<file path="src/rtl/timer16_map.vh">
// Register offsets, field positions and encodings of the 16-bit timer
// Contract
// RULE1: Select 000 stops; 001,/8,/64,/256,/1024 taps
// RULE2: Select 110/111 counts external pin edges
// RULE3: Force strobes only act in non-PWM modes
// RULE4: Force strobe is immediate match using mode bits
// RULE5: Forced match: no interrupt, no clear
// RULE6: Force bits always read back zero
// RULE7: Low byte at offset, high at plus one
// RULE8: One shared high-byte latch for 16-bit access
// RULE9: Counter write blocks next timer-clock match
// RULE10: Software avoids changing a running counter
// RULE11: Capture event copies counter into capture register
// RULE12: Capture register may serve as top value
// RULE13: Compare registers continuously matched against counter
// RULE14: Mask bit 5 enables capture interrupt
// RULE15: Mask bit 2 enables compare-B interrupt
// RULE16: Mask bit 1 enables compare-A interrupt
// RULE17: Mask bit 0 enables overflow interrupt
// RULE18: Select field bits 2:0 of reg B, 0x81
// RULE19: Capture pin disabled when capture is top
// RULE20: Low read latches high; high write first
`ifndef TIMER16_MAP_VH
`define TIMER16_MAP_VH
// ------------------------------------------------------------
// Register offsets
// ------------------------------------------------------------
`define OFS_IRQ_MASK   8'h6f
`define OFS_FLAGS      8'h36
`define OFS_CTRL_A     8'h80
`define OFS_CTRL_B     8'h81
`define OFS_FORCE      8'h82
`define OFS_COUNT      8'h84
`define OFS_CAPTURE    8'h86
`define OFS_CMP_A      8'h88
`define OFS_CMP_B      8'h8a
// ------------------------------------------------------------
// Field positions
// ------------------------------------------------------------
`define BIT_CAPTURE    5
`define BIT_MATCH_B    2
`define BIT_MATCH_A    1
`define BIT_OVERFLOW   0
`define BIT_FORCE_A    7
`define BIT_FORCE_B    6
`define BIT_NOISE      7
`define BIT_EDGE       6
`define BIT_WGM_HI     3
`define IRQ_MASK_BITS  8'h27
`define CTRL_B_BITS    8'hdf
`define CTRL_A_BITS    8'hf3
// ------------------------------------------------------------
// Clock select codes and divider taps
// ------------------------------------------------------------
`define CS_STOP        3'h0
`define CS_DIV1        3'h1
`define CS_DIV8        3'h2
`define CS_DIV64       3'h3
`define CS_DIV256      3'h4
`define CS_DIV1024     3'h5
`define CS_EXT_FALL    3'h6
`define CS_EXT_RISE    3'h7
`define PRE_W          10
`define TAP8           10'h007
`define TAP64          10'h03f
`define TAP256         10'h0ff
`define TAP1024        10'h3ff
// ------------------------------------------------------------
// Waveform mode codes and fixed tops
// ------------------------------------------------------------
`define WGM_NORMAL     4'h0
`define WGM_CLR_A      4'h4
`define WGM_PFC_ICR    4'h8
`define WGM_PC_ICR     4'ha
`define WGM_CLR_ICR    4'hc
`define WGM_FAST_ICR   4'he
`define TOP_MAX        16'hffff
`define TOP_8BIT       16'h00ff
`define TOP_9BIT       16'h01ff
`define TOP_10BIT      16'h03ff
`define NOISE_SAMPLES  4
`endif

</file>
<file path="src/rtl/timer16_edge_sync.v">
// Three-stage pin synchroniser with agreement check and edge pulses
`timescale 1ns/1ps
module timer16_edge_sync (
   input  wire clk,
   input  wire srst,
   input  wire pin,
   output reg  level_q,
   output reg  rise_q,
   output reg  fall_q
);
   reg s1_q;
   reg s2_q;
   reg s3_q;
   // ------------------------------------------------------------
   // Synchroniser; a change counts when stages two and three agree
   // ------------------------------------------------------------
   always @(posedge clk) begin
      if (srst) begin
         s1_q    <= 1'b0;
         s2_q    <= 1'b0;
         s3_q    <= 1'b0;
         level_q <= 1'b0;
         rise_q  <= 1'b0;
         fall_q  <= 1'b0;
      end else begin
         s1_q   <= pin;
         s2_q   <= s1_q;
         s3_q   <= s2_q;
         rise_q <= 1'b0;
         fall_q <= 1'b0;
         if (s2_q == s3_q) begin
            level_q <= s3_q;
            rise_q  <= s3_q & ~level_q;
            fall_q  <= ~s3_q & level_q;
         end
      end
   end
endmodule // timer16_edge_sync

</file>
<file path="src/rtl/timer16_regs_clock_select.v">
// 16-bit timer register block with clock select, capture and compare
`timescale 1ns/1ps
`include "timer16_map.vh"
module timer16_regs_clock_select (
   input  wire       clk,
   input  wire       srst,
   input  wire [7:0] reg_addr,
   input  wire [7:0] reg_wdata,
   input  wire       reg_wr,
   input  wire       reg_rd,
   input  wire       global_irq_en,
   input  wire       cmp_event,
   input  wire       capture_pin,
   input  wire       ext_clock_pin,
   input  wire       prescaler_reset,
   input  wire [3:0] irq_ack,
   output reg  [7:0] reg_rdata,
   output reg        wave_out_a,
   output reg        wave_out_b,
   output reg        wave_en_a,
   output reg        wave_en_b,
   output reg        irq_capture,
   output reg        irq_match_b,
   output reg        irq_match_a,
   output reg        irq_overflow
);
   // ------------------------------------------------------------
   // Register state
   // ------------------------------------------------------------
   reg  [7:0]         irq_mask_q;
   reg  [7:0]         control_reg_a_q;
   reg  [7:0]         control_reg_b_q;
   reg  [7:0]         flags_q;
   reg  [15:0]        counter_value_q;
   reg  [15:0]        capture_value_q;
   reg  [15:0]        compare_a_value_q;
   reg  [15:0]        compare_b_value_q;
   reg  [7:0]         high_latch_q;
   reg  [`PRE_W-1:0]  prescale_q;
   reg                block_match_q;
   reg                count_up_q;
   reg  [`NOISE_SAMPLES-1:0] noise_q;
   reg                cap_level_q;
   reg                cap_filt_q;
   wire               ext_level;
   wire               ext_rise;
   wire               ext_fall;
   wire               cap_level;
   wire               cap_rise;
   wire               cap_fall;
   wire [2:0]         clock_sel;
   wire [3:0]         waveform_mode;
   wire [1:0]         compare_output_mode_a;
   wire [1:0]         compare_output_mode_b;
   reg                tick;
   reg  [15:0]        top_value;
   reg                pwm_mode;
   reg                dual_slope;
   wire               icr_is_top;
   wire               match_a;
   wire               match_b;
   wire               write_count;
   wire               force_match_a;
   wire               force_match_b;
   reg                cap_src;
   reg                cap_edge;

   assign clock_sel             = control_reg_b_q[2:0];                 // RULE18
   assign waveform_mode         = {control_reg_b_q[4:3], control_reg_a_q[1:0]};
   assign compare_output_mode_a = control_reg_a_q[7:6];
   assign compare_output_mode_b = control_reg_a_q[5:4];
   assign write_count           = reg_wr & (reg_addr == `OFS_COUNT);
   assign force_match_a = reg_wr & (reg_addr == `OFS_FORCE) & reg_wdata[`BIT_FORCE_A] & ~pwm_mode; // RULE3
   assign force_match_b = reg_wr & (reg_addr == `OFS_FORCE) & reg_wdata[`BIT_FORCE_B] & ~pwm_mode; // RULE3

   // ------------------------------------------------------------
   // Pin synchronisers for the external clock and capture inputs
   // ------------------------------------------------------------
   timer16_edge_sync u_ext_sync (
      .clk     (clk),
      .srst    (srst),
      .pin     (ext_clock_pin),
      .level_q (ext_level),
      .rise_q  (ext_rise),
      .fall_q  (ext_fall)
   );

   timer16_edge_sync u_cap_sync (
      .clk     (clk),
      .srst    (srst),
      .pin     (capture_pin),
      .level_q (cap_level),
      .rise_q  (cap_rise),
      .fall_q  (cap_fall)
   );

   // ------------------------------------------------------------
   // Free-running prescaler, cleared by the shared reset request
   // ------------------------------------------------------------
   always @(posedge clk) begin
      if (srst || prescaler_reset) begin
         prescale_q <= {`PRE_W{1'b0}};
      end else begin
         prescale_q <= prescale_q + 1'b1;
      end
   end

   // Clock select decode into one timer tick enable
   always @* begin
      case (clock_sel)
         `CS_STOP:     tick = 1'b0;                                          // RULE1
         `CS_DIV1:     tick = 1'b1;                                          // RULE1
         `CS_DIV8:     tick = ((prescale_q & `TAP8) == `TAP8);               // RULE1
         `CS_DIV64:    tick = ((prescale_q & `TAP64) == `TAP64);             // RULE1
         `CS_DIV256:   tick = ((prescale_q & `TAP256) == `TAP256);           // RULE1
         `CS_DIV1024:  tick = (prescale_q == `TAP1024);                      // RULE1
         `CS_EXT_FALL: tick = ext_fall;                                      // RULE2
         `CS_EXT_RISE: tick = ext_rise;                                      // RULE2
         default:      tick = 1'b0;
      endcase
   end

   // ------------------------------------------------------------
   // Waveform mode decode: top source, PWM and slope
   // ------------------------------------------------------------
   always @* begin
      top_value  = `TOP_MAX;
      pwm_mode   = 1'b1;
      dual_slope = 1'b0;
      case (waveform_mode)
         4'h0: pwm_mode = 1'b0;
         4'h1: begin top_value = `TOP_8BIT;  dual_slope = 1'b1; end
         4'h2: begin top_value = `TOP_9BIT;  dual_slope = 1'b1; end
         4'h3: begin top_value = `TOP_10BIT; dual_slope = 1'b1; end
         4'h4: begin top_value = compare_a_value_q; pwm_mode = 1'b0; end
         4'h5: top_value = `TOP_8BIT;
         4'h6: top_value = `TOP_9BIT;
         4'h7: top_value = `TOP_10BIT;
         4'h8: begin top_value = capture_value_q;   dual_slope = 1'b1; end // RULE12
         4'h9: begin top_value = compare_a_value_q; dual_slope = 1'b1; end
         4'ha: begin top_value = capture_value_q;   dual_slope = 1'b1; end // RULE12
         4'hb: begin top_value = compare_a_value_q; dual_slope = 1'b1; end
         4'hc: begin top_value = capture_value_q;   pwm_mode = 1'b0; end  // RULE12
         4'he: top_value = capture_value_q;                               // RULE12
         4'hf: top_value = compare_a_value_q;
         default: pwm_mode = 1'b0;
      endcase
   end

   assign icr_is_top = (waveform_mode == `WGM_PFC_ICR) | (waveform_mode == `WGM_PC_ICR) |
                       (waveform_mode == `WGM_CLR_ICR) | (waveform_mode == `WGM_FAST_ICR);

   // Continuous comparators, masked on the tick after a counter write
   assign match_a = tick & ~block_match_q & (counter_value_q == compare_a_value_q); // RULE13 RULE9
   assign match_b = tick & ~block_match_q & (counter_value_q == compare_b_value_q); // RULE13 RULE9

   // ------------------------------------------------------------
   // Capture source with optional four-sample noise filter
   // ------------------------------------------------------------
   always @* begin
      cap_src  = cmp_event;
      cap_edge = 1'b0;
      if (!control_reg_b_q[`BIT_NOISE]) begin
         cap_edge = control_reg_b_q[`BIT_EDGE] ? cap_rise : cap_fall;
      end else begin
         cap_edge = control_reg_b_q[`BIT_EDGE] ? (cap_filt_q & ~cap_level_q) : (~cap_filt_q & cap_level_q);
      end
   end

   // Filter output moves only after four equal samples
   always @(posedge clk) begin
      if (srst) begin
         noise_q     <= {`NOISE_SAMPLES{1'b0}};
         cap_filt_q  <= 1'b0;
         cap_level_q <= 1'b0;
      end else begin
         noise_q     <= {noise_q[`NOISE_SAMPLES-2:0], cap_level};
         cap_level_q <= cap_filt_q;
         if (&noise_q || ~|noise_q) begin
            cap_filt_q <= noise_q[0];
         end
      end
   end

   // ------------------------------------------------------------
   // Counter, capture, flags and byte-pair register access
   // ------------------------------------------------------------
   always @(posedge clk) begin
      if (srst) begin
         irq_mask_q        <= 8'h00;
         control_reg_a_q   <= 8'h00;
         control_reg_b_q   <= 8'h00;
         flags_q           <= 8'h00;
         counter_value_q   <= 16'h0000;
         capture_value_q   <= 16'h0000;
         compare_a_value_q <= 16'h0000;
         compare_b_value_q <= 16'h0000;
         high_latch_q      <= 8'h00;
         block_match_q     <= 1'b0;
         count_up_q        <= 1'b1;
      end else begin
         // Block stays armed until the next timer tick has passed
         if (write_count) begin
            block_match_q <= 1'b1;                                         // RULE9
         end else if (tick) begin
            block_match_q <= 1'b0;
         end
         // Counting; a forced match never clears the counter
         if (tick && !write_count) begin                                  // RULE5
            if (dual_slope) begin
               if (count_up_q && counter_value_q >= top_value) begin
                  count_up_q      <= 1'b0;
                  counter_value_q <= counter_value_q - 16'h0001;
               end else if (!count_up_q && counter_value_q == 16'h0000) begin
                  count_up_q      <= 1'b1;
                  counter_value_q <= 16'h0001;
               end else begin
                  counter_value_q <= count_up_q ? counter_value_q + 16'h0001 : counter_value_q - 16'h0001;
               end
            end else if (counter_value_q == top_value && waveform_mode != `WGM_NORMAL) begin
               counter_value_q <= 16'h0000;
            end else begin
               counter_value_q <= counter_value_q + 16'h0001;
            end
         end
         // Capture takes the counter unless the capture register is top
         if ((cap_edge || cap_src) && !icr_is_top) begin                 // RULE19
            capture_value_q <= counter_value_q;                           // RULE11
         end
         // Flags: hardware set wins over software clear; forced match sets none
         flags_q[`BIT_CAPTURE]  <= ((cap_edge || cap_src) && !icr_is_top) |
                                   (icr_is_top & tick & (counter_value_q == top_value)) |
                                   (flags_q[`BIT_CAPTURE] & ~irq_ack[3] &
                                    ~(reg_wr & (reg_addr == `OFS_FLAGS) & reg_wdata[`BIT_CAPTURE]));
         flags_q[`BIT_MATCH_B]  <= match_b | (flags_q[`BIT_MATCH_B] & ~irq_ack[2] &
                                   ~(reg_wr & (reg_addr == `OFS_FLAGS) & reg_wdata[`BIT_MATCH_B])); // RULE5
         flags_q[`BIT_MATCH_A]  <= match_a | (flags_q[`BIT_MATCH_A] & ~irq_ack[1] &
                                   ~(reg_wr & (reg_addr == `OFS_FLAGS) & reg_wdata[`BIT_MATCH_A])); // RULE5
         flags_q[`BIT_OVERFLOW] <= (tick & ~dual_slope & (counter_value_q == `TOP_MAX)) |
                                   (tick & dual_slope & ~count_up_q & (counter_value_q == 16'h0001)) |
                                   (flags_q[`BIT_OVERFLOW] & ~irq_ack[0] &
                                    ~(reg_wr & (reg_addr == `OFS_FLAGS) & reg_wdata[`BIT_OVERFLOW]));
         // Byte registers and the shared high-byte latch
         if (reg_wr) begin
            case (reg_addr)
               `OFS_IRQ_MASK: irq_mask_q      <= reg_wdata & `IRQ_MASK_BITS;
               `OFS_CTRL_A:   control_reg_a_q <= reg_wdata & `CTRL_A_BITS;
               `OFS_CTRL_B:   control_reg_b_q <= reg_wdata & `CTRL_B_BITS;  // RULE18
               `OFS_COUNT:    counter_value_q <= {high_latch_q, reg_wdata}; // RULE20 RULE8
               `OFS_CAPTURE:  capture_value_q <= {high_latch_q, reg_wdata}; // RULE20 RULE8
               `OFS_CMP_A:    compare_a_value_q <= {high_latch_q, reg_wdata}; // RULE20 RULE8
               `OFS_CMP_B:    compare_b_value_q <= {high_latch_q, reg_wdata}; // RULE20 RULE8
               `OFS_COUNT + 8'h01, `OFS_CAPTURE + 8'h01,
               `OFS_CMP_A + 8'h01, `OFS_CMP_B + 8'h01:
                              high_latch_q <= reg_wdata;                  // RULE7 RULE8
               default: ;
            endcase
         end else if (reg_rd) begin
            // Reading a low byte freezes its high byte for the next read
            case (reg_addr)
               `OFS_COUNT:   high_latch_q <= counter_value_q[15:8];      // RULE20
               `OFS_CAPTURE: high_latch_q <= capture_value_q[15:8];      // RULE20
               `OFS_CMP_A:   high_latch_q <= compare_a_value_q[15:8];    // RULE20
               `OFS_CMP_B:   high_latch_q <= compare_b_value_q[15:8];    // RULE20
               default: ;
            endcase
         end
      end
   end

   // ------------------------------------------------------------
   // Read data register; high bytes come from the shared latch
   // ------------------------------------------------------------
   always @(posedge clk) begin
      if (srst) begin
         reg_rdata <= 8'h00;
      end else if (reg_rd) begin
         case (reg_addr)
            `OFS_IRQ_MASK:          reg_rdata <= irq_mask_q;
            `OFS_FLAGS:             reg_rdata <= flags_q;
            `OFS_CTRL_A:            reg_rdata <= control_reg_a_q;
            `OFS_CTRL_B:            reg_rdata <= control_reg_b_q;
            `OFS_FORCE:             reg_rdata <= 8'h00;                  // RULE6
            `OFS_COUNT:             reg_rdata <= counter_value_q[7:0];   // RULE7
            `OFS_CAPTURE:           reg_rdata <= capture_value_q[7:0];   // RULE7
            `OFS_CMP_A:             reg_rdata <= compare_a_value_q[7:0]; // RULE7
            `OFS_CMP_B:             reg_rdata <= compare_b_value_q[7:0]; // RULE7
            `OFS_COUNT + 8'h01,
            `OFS_CAPTURE + 8'h01,
            `OFS_CMP_A + 8'h01,
            `OFS_CMP_B + 8'h01:     reg_rdata <= high_latch_q;           // RULE8
            default:                reg_rdata <= 8'h00;
         endcase
      end
   end

   // ------------------------------------------------------------
   // Interrupt requests: flag, mask bit and global enable
   // ------------------------------------------------------------
   always @(posedge clk) begin
      if (srst) begin
         irq_capture  <= 1'b0;
         irq_match_b  <= 1'b0;
         irq_match_a  <= 1'b0;
         irq_overflow <= 1'b0;
      end else begin
         irq_capture  <= global_irq_en & irq_mask_q[`BIT_CAPTURE]  & flags_q[`BIT_CAPTURE];  // RULE14
         irq_match_b  <= global_irq_en & irq_mask_q[`BIT_MATCH_B]  & flags_q[`BIT_MATCH_B];  // RULE15
         irq_match_a  <= global_irq_en & irq_mask_q[`BIT_MATCH_A]  & flags_q[`BIT_MATCH_A];  // RULE16
         irq_overflow <= global_irq_en & irq_mask_q[`BIT_OVERFLOW] & flags_q[`BIT_OVERFLOW]; // RULE17
      end
   end

   // ------------------------------------------------------------
   // Waveform outputs; forced or real match acts on the mode bits now
   // ------------------------------------------------------------
   always @(posedge clk) begin
      if (srst) begin
         wave_out_a <= 1'b0;
         wave_out_b <= 1'b0;
         wave_en_a  <= 1'b0;
         wave_en_b  <= 1'b0;
      end else begin
         wave_en_a <= |compare_output_mode_a;
         wave_en_b <= |compare_output_mode_b;
         if (match_a || force_match_a) begin                              // RULE4
            case (compare_output_mode_a)
               2'h1:    wave_out_a <= ~wave_out_a;
               2'h2:    wave_out_a <= dual_slope ? ~count_up_q : 1'b0;
               2'h3:    wave_out_a <= dual_slope ? count_up_q : 1'b1;
               default: wave_out_a <= wave_out_a;
            endcase
         end
         if (match_b || force_match_b) begin                              // RULE4
            case (compare_output_mode_b)
               2'h1:    wave_out_b <= ~wave_out_b;
               2'h2:    wave_out_b <= dual_slope ? ~count_up_q : 1'b0;
               2'h3:    wave_out_b <= dual_slope ? count_up_q : 1'b1;
               default: wave_out_b <= wave_out_b;
            endcase
         end
      end
   end
endmodule // timer16_regs_clock_select

</file>
<file path="config.mk">
export PLATFORM = sky130hd
export DESIGN_NAME = timer16_regs_clock_select
export DESIGN_NICKNAME = d
export VERILOG_FILES = /design/src/rtl/timer16_edge_sync.v /design/src/rtl/timer16_regs_clock_select.v
export VERILOG_INCLUDE_DIRS = /design/src /design/src/rtl
export SDC_FILE = /design/constraint.sdc
export NUM_CORES = 1
export LEC_CHECK = 0
export BUFFER_PORTS_ARGS = -buffer_cell sky130_fd_sc_hd__buf_2
export CAP_MARGIN = 0
export CORE_UTILIZATION = 40
export DETAILED_ROUTE_END_ITERATION = 16
export GPL_TIMING_DRIVEN = 0
export PLACE_DENSITY = 0.55
export SYNTH_ARGS = -nofsm -noshare
export SYNTH_HDL_FRONTEND = slang
export SYNTH_SLANG_ARGS = --single-unit
export TNS_END_PERCENT = 30
</file>
<file path="constraint.sdc">
create_clock -name clk -period 9.1 [get_ports clk]
set_input_delay 1.82 -clock clk [delete_from_list [all_inputs] [get_ports clk]]
set_output_delay 1.82 -clock clk [all_outputs]
set_load 0.02 [all_outputs]
</file>
==> impl_results.md <==
- Outcome: complete, no violations
- Sw frac: 0.263
- Fin util: 0.464
- Total gr overflow: 0
- Clock Latency Late Sink: 440 ps
- Buf/Inv on CP: 2
- First-pass GRT wire length: 49200 um
- Sequential area share after synthesis: 0.334
- Synth top area cells: dfxtp_1, a21oi_1, nand2_1, nor2_1, nand3_1
- Met2 usage: 0.454
- CP delay by family, top: simple AND/OR/NAND/NOR gates
- Core Region: 0.0204 mm^2
- H-tree Lvls: 4
- Power Density: 145 mW/mm^2
- Initial antenna violation count: 1
- DR vias/cell: 6.18
- FF+latch count, synth: 139
- CTS clk-pin slew, worst paths: 70 ps
- Drt first pass iters: 6
- Mapped Cells: 1083
- Total CTS buffers: 17
- Post-synth top area share: 0.334
- Hpwl dp: 24700 um
- Worst Tran Pin Value: 1060 ps
- Max-cap violations: 0
- M3 GR Usage: 0.0794
- Top-count cell post-synth: nand2_1
- Post-synth top area cell: dfxtp_1
- Root buf cell: clkbuf_16
- Final Max Slew Viols: 0
- Internal power: 1.01 mW
- Critical path endpoint category: flip-flop
- Share of post-route cells with drive strength above 1: 0.0954
- Routed wire length: 32700 um
- TritonCTS clock tree: done
- Skew final: 12.8 ps
- Routed WL per cell: 22.9 um
- Nets: 1190
- # rows: 52
- HP Class: reg -> reg
- Synth cell count leaders: nand2_1, dfxtp_1, a21oi_1
- Async set or reset register ratio after synthesis: 0
- Critical Path AT: 5290 ps
- DIE AREA: 0.0214 mm^2
- Layout Area Growth over Synthesis: 13.4%
- Cells along the critical path: clkbuf_1 > nor2b_1 > o21ai_1 > nor2_1 > nor2_1 > ha_1 > nand4_1 > nor4_1 > a21o_1 > clkbuf_1 > and2_1 > o311ai_0 > o311a_1
- Achievable Freq: 201 MHz
- Worst hold margin: 439 ps
- Net Sw Power: 0.362 mW
- Hold-fix buffers at CTS: 0
- Worst-path fanout max: 10
- Via Count: 8795
- Syn Std Cell Area: 0.00834 mm^2
- Combinational Power Share: 0.046
- N_diodes: 0
- Post-CTS Resized: 0
- Finished layout cell area: 0.00946 mm^2
- Clock tree buffer depth: 2
- DIE WIDTH: 146 um
- Flop pwr share: 0.446
- Pin count of the biggest net entering global routing: 17
- Post-layout min period: 4970 ps
- Lkg Pwr: 3.61 nW
- Global routing met1 resource utilization: 0.428
- Top FF cell, synth: dfxtp_1
- DRC errors left: 0
- Yosys cell types: 75
- Slowest CP cell: nor4_1
- Startpoint Class: flip-flop
- Crit path largest cell delay: 650 ps
- Syn_nets: 1133
- EDFF count, synth: 0
- Final Hold Fails: 0
- Kind of critical path: reg -> reg
- Final ANT Viol Nets: 0
- Io pins: 45
- Initial Utilization: 0.410
- RSZ-0062 raised after global routing: no
- Placed cell area: 0.00888 mm^2
- PortBufs: 37
- Max IR drop VDD: 0.115 mV
- Busiest layer in global routing: met2
- Final Power: 1.37 mW
- Setup violators final: 0
- FF/Latch Area: 0.00278 mm^2
- Critical Path RT: 9420 ps
- Initial drt markers: 1075
- Vias in the first global route: 8023
- Multi-input combinational cell area: 0.00519 mm^2
- Relative slew slack: 0.288
- Synth Warn #: 0
- Tot GR Track Use: 0.307
- Syn avg cell area: 7.70 um^2
- GPL Wtd Cong: 0.961
- # fillers: 2098
- Clock network power share: 0.508
- Post-CTS setup buffer count: 0
- Fin crit share: 0.547
- CTS sink count: 139
- Die height: 146 um
- Setup TNS: 0 ps
-- cell type report --
type / instances / share of cell area
inverter: 12 / 0.00476
sequential: 139 / 0.294
tap: 270 / 0.0357
buffer: 81 / 0.0353
clock inverter: 15 / 0.0163
multi-input combinational: 851 / 0.548
clock buffer: 17 / 0.0450
timing repair buffer: 38 / 0.0204
-- per-stage QoR --
step,worst slack [ps],instances
after floorplan,5370,1083
after global placement,4340,1390
after detailed placement,4330,1391
after CTS,4300,1423
after global routing,3950,1423
final,4130,1423
-- flip-flops by register name, summed over array words and instances (netlist names), 4 cells and up --
name	flops
capture_value_q	16
compare_a_value_q	16
compare_b_value_q	16
control_reg_a_q	6
control_reg_b_q	7
counter_value_q	16
flags_q	4
high_latch_q	8
irq_mask_q	4
noise_q	4
prescale_q	10
reg_rdata	8
-- placed cells by master, fill, tap and decap left out, drive strengths merged, types with 4 or more instances in the layout --
cell type,Yosys,final
a211oi,28,28
nand3b,9,9
ha,21,21
or2,6,6
or4,7,7
nand4,8,8
mux2i,28,28
clkinv,0,5
a22oi,16,16
nor3,19,19
or3,14,14
nor2,103,103
a221o,4,4
nand2,143,143
and3,12,12
xnor2,10,10
a221oi,10,10
o221ai,4,4
a22o,18,18
nand3,67,67
buf,15,53
a222oi,6,6
a21oi,114,114
o21ai,41,41
nor2b,25,25
o31ai,4,4
inv,12,19
nor4,24,24
nand2b,15,15
a311oi,5,5
xor2,35,35
clkbuf,66,83
o22ai,4,4
dfxtp,139,139
-- logic make-up (layout without fill, tap and decap cells) --
| group | Yosys count | count (layout) | synth area share |
|---|---|---|---|
| xor gates and xnor gates | 45 | 45 | 0.0472 |
| muxes | 31 | 31 | 0.0390 |
| and+or+nand+nor | 467 | 467 | 0.278 |
| AOI/OAI and AO/OA | 287 | 287 | 0.225 |
| buffers and inverters | 93 | 163 | 0.0454 |
| DFF | 139 | 139 | 0.334 |
| adders and majority gates | 21 | 21 | 0.0315 |
-- per-layer routing --
layer | share of wire | up-vias
met1 | 0.44 | 4211
li1 | - | 4073
met2 | 0.43 | 440
met4 | 0.030 | 0
met5 | 0 | -
met3 | 0.10 | 71
-- path summary, 6_finish.rpt --
check,startpoint,end,slack (ps),depth (start not counted)
worst max register to register,control_reg_b_q[3],counter_value_q[12],4130,13
worst min-delay path,u_cap_sync.s1_q,u_cap_sync.s2_q,440,1
worst max-delay path,control_reg_b_q[3],counter_value_q[12],4130,13
worst min register to register,u_cap_sync.s1_q,u_cap_sync.s2_q,440,1
-- power groups by stage --
stage	registers (mW)	logic, mW	clock network, mW
floorplan	0.626	0.0339	0
detailed placement	0.627	0.0620	0
global route	0.613	0.0675	0.733
global placement	0.627	0.0624	0
finish	0.613	0.0638	0.698
CTS	0.613	0.0623	0.701
No activity file was read; power rests on OpenSTA's default activity.
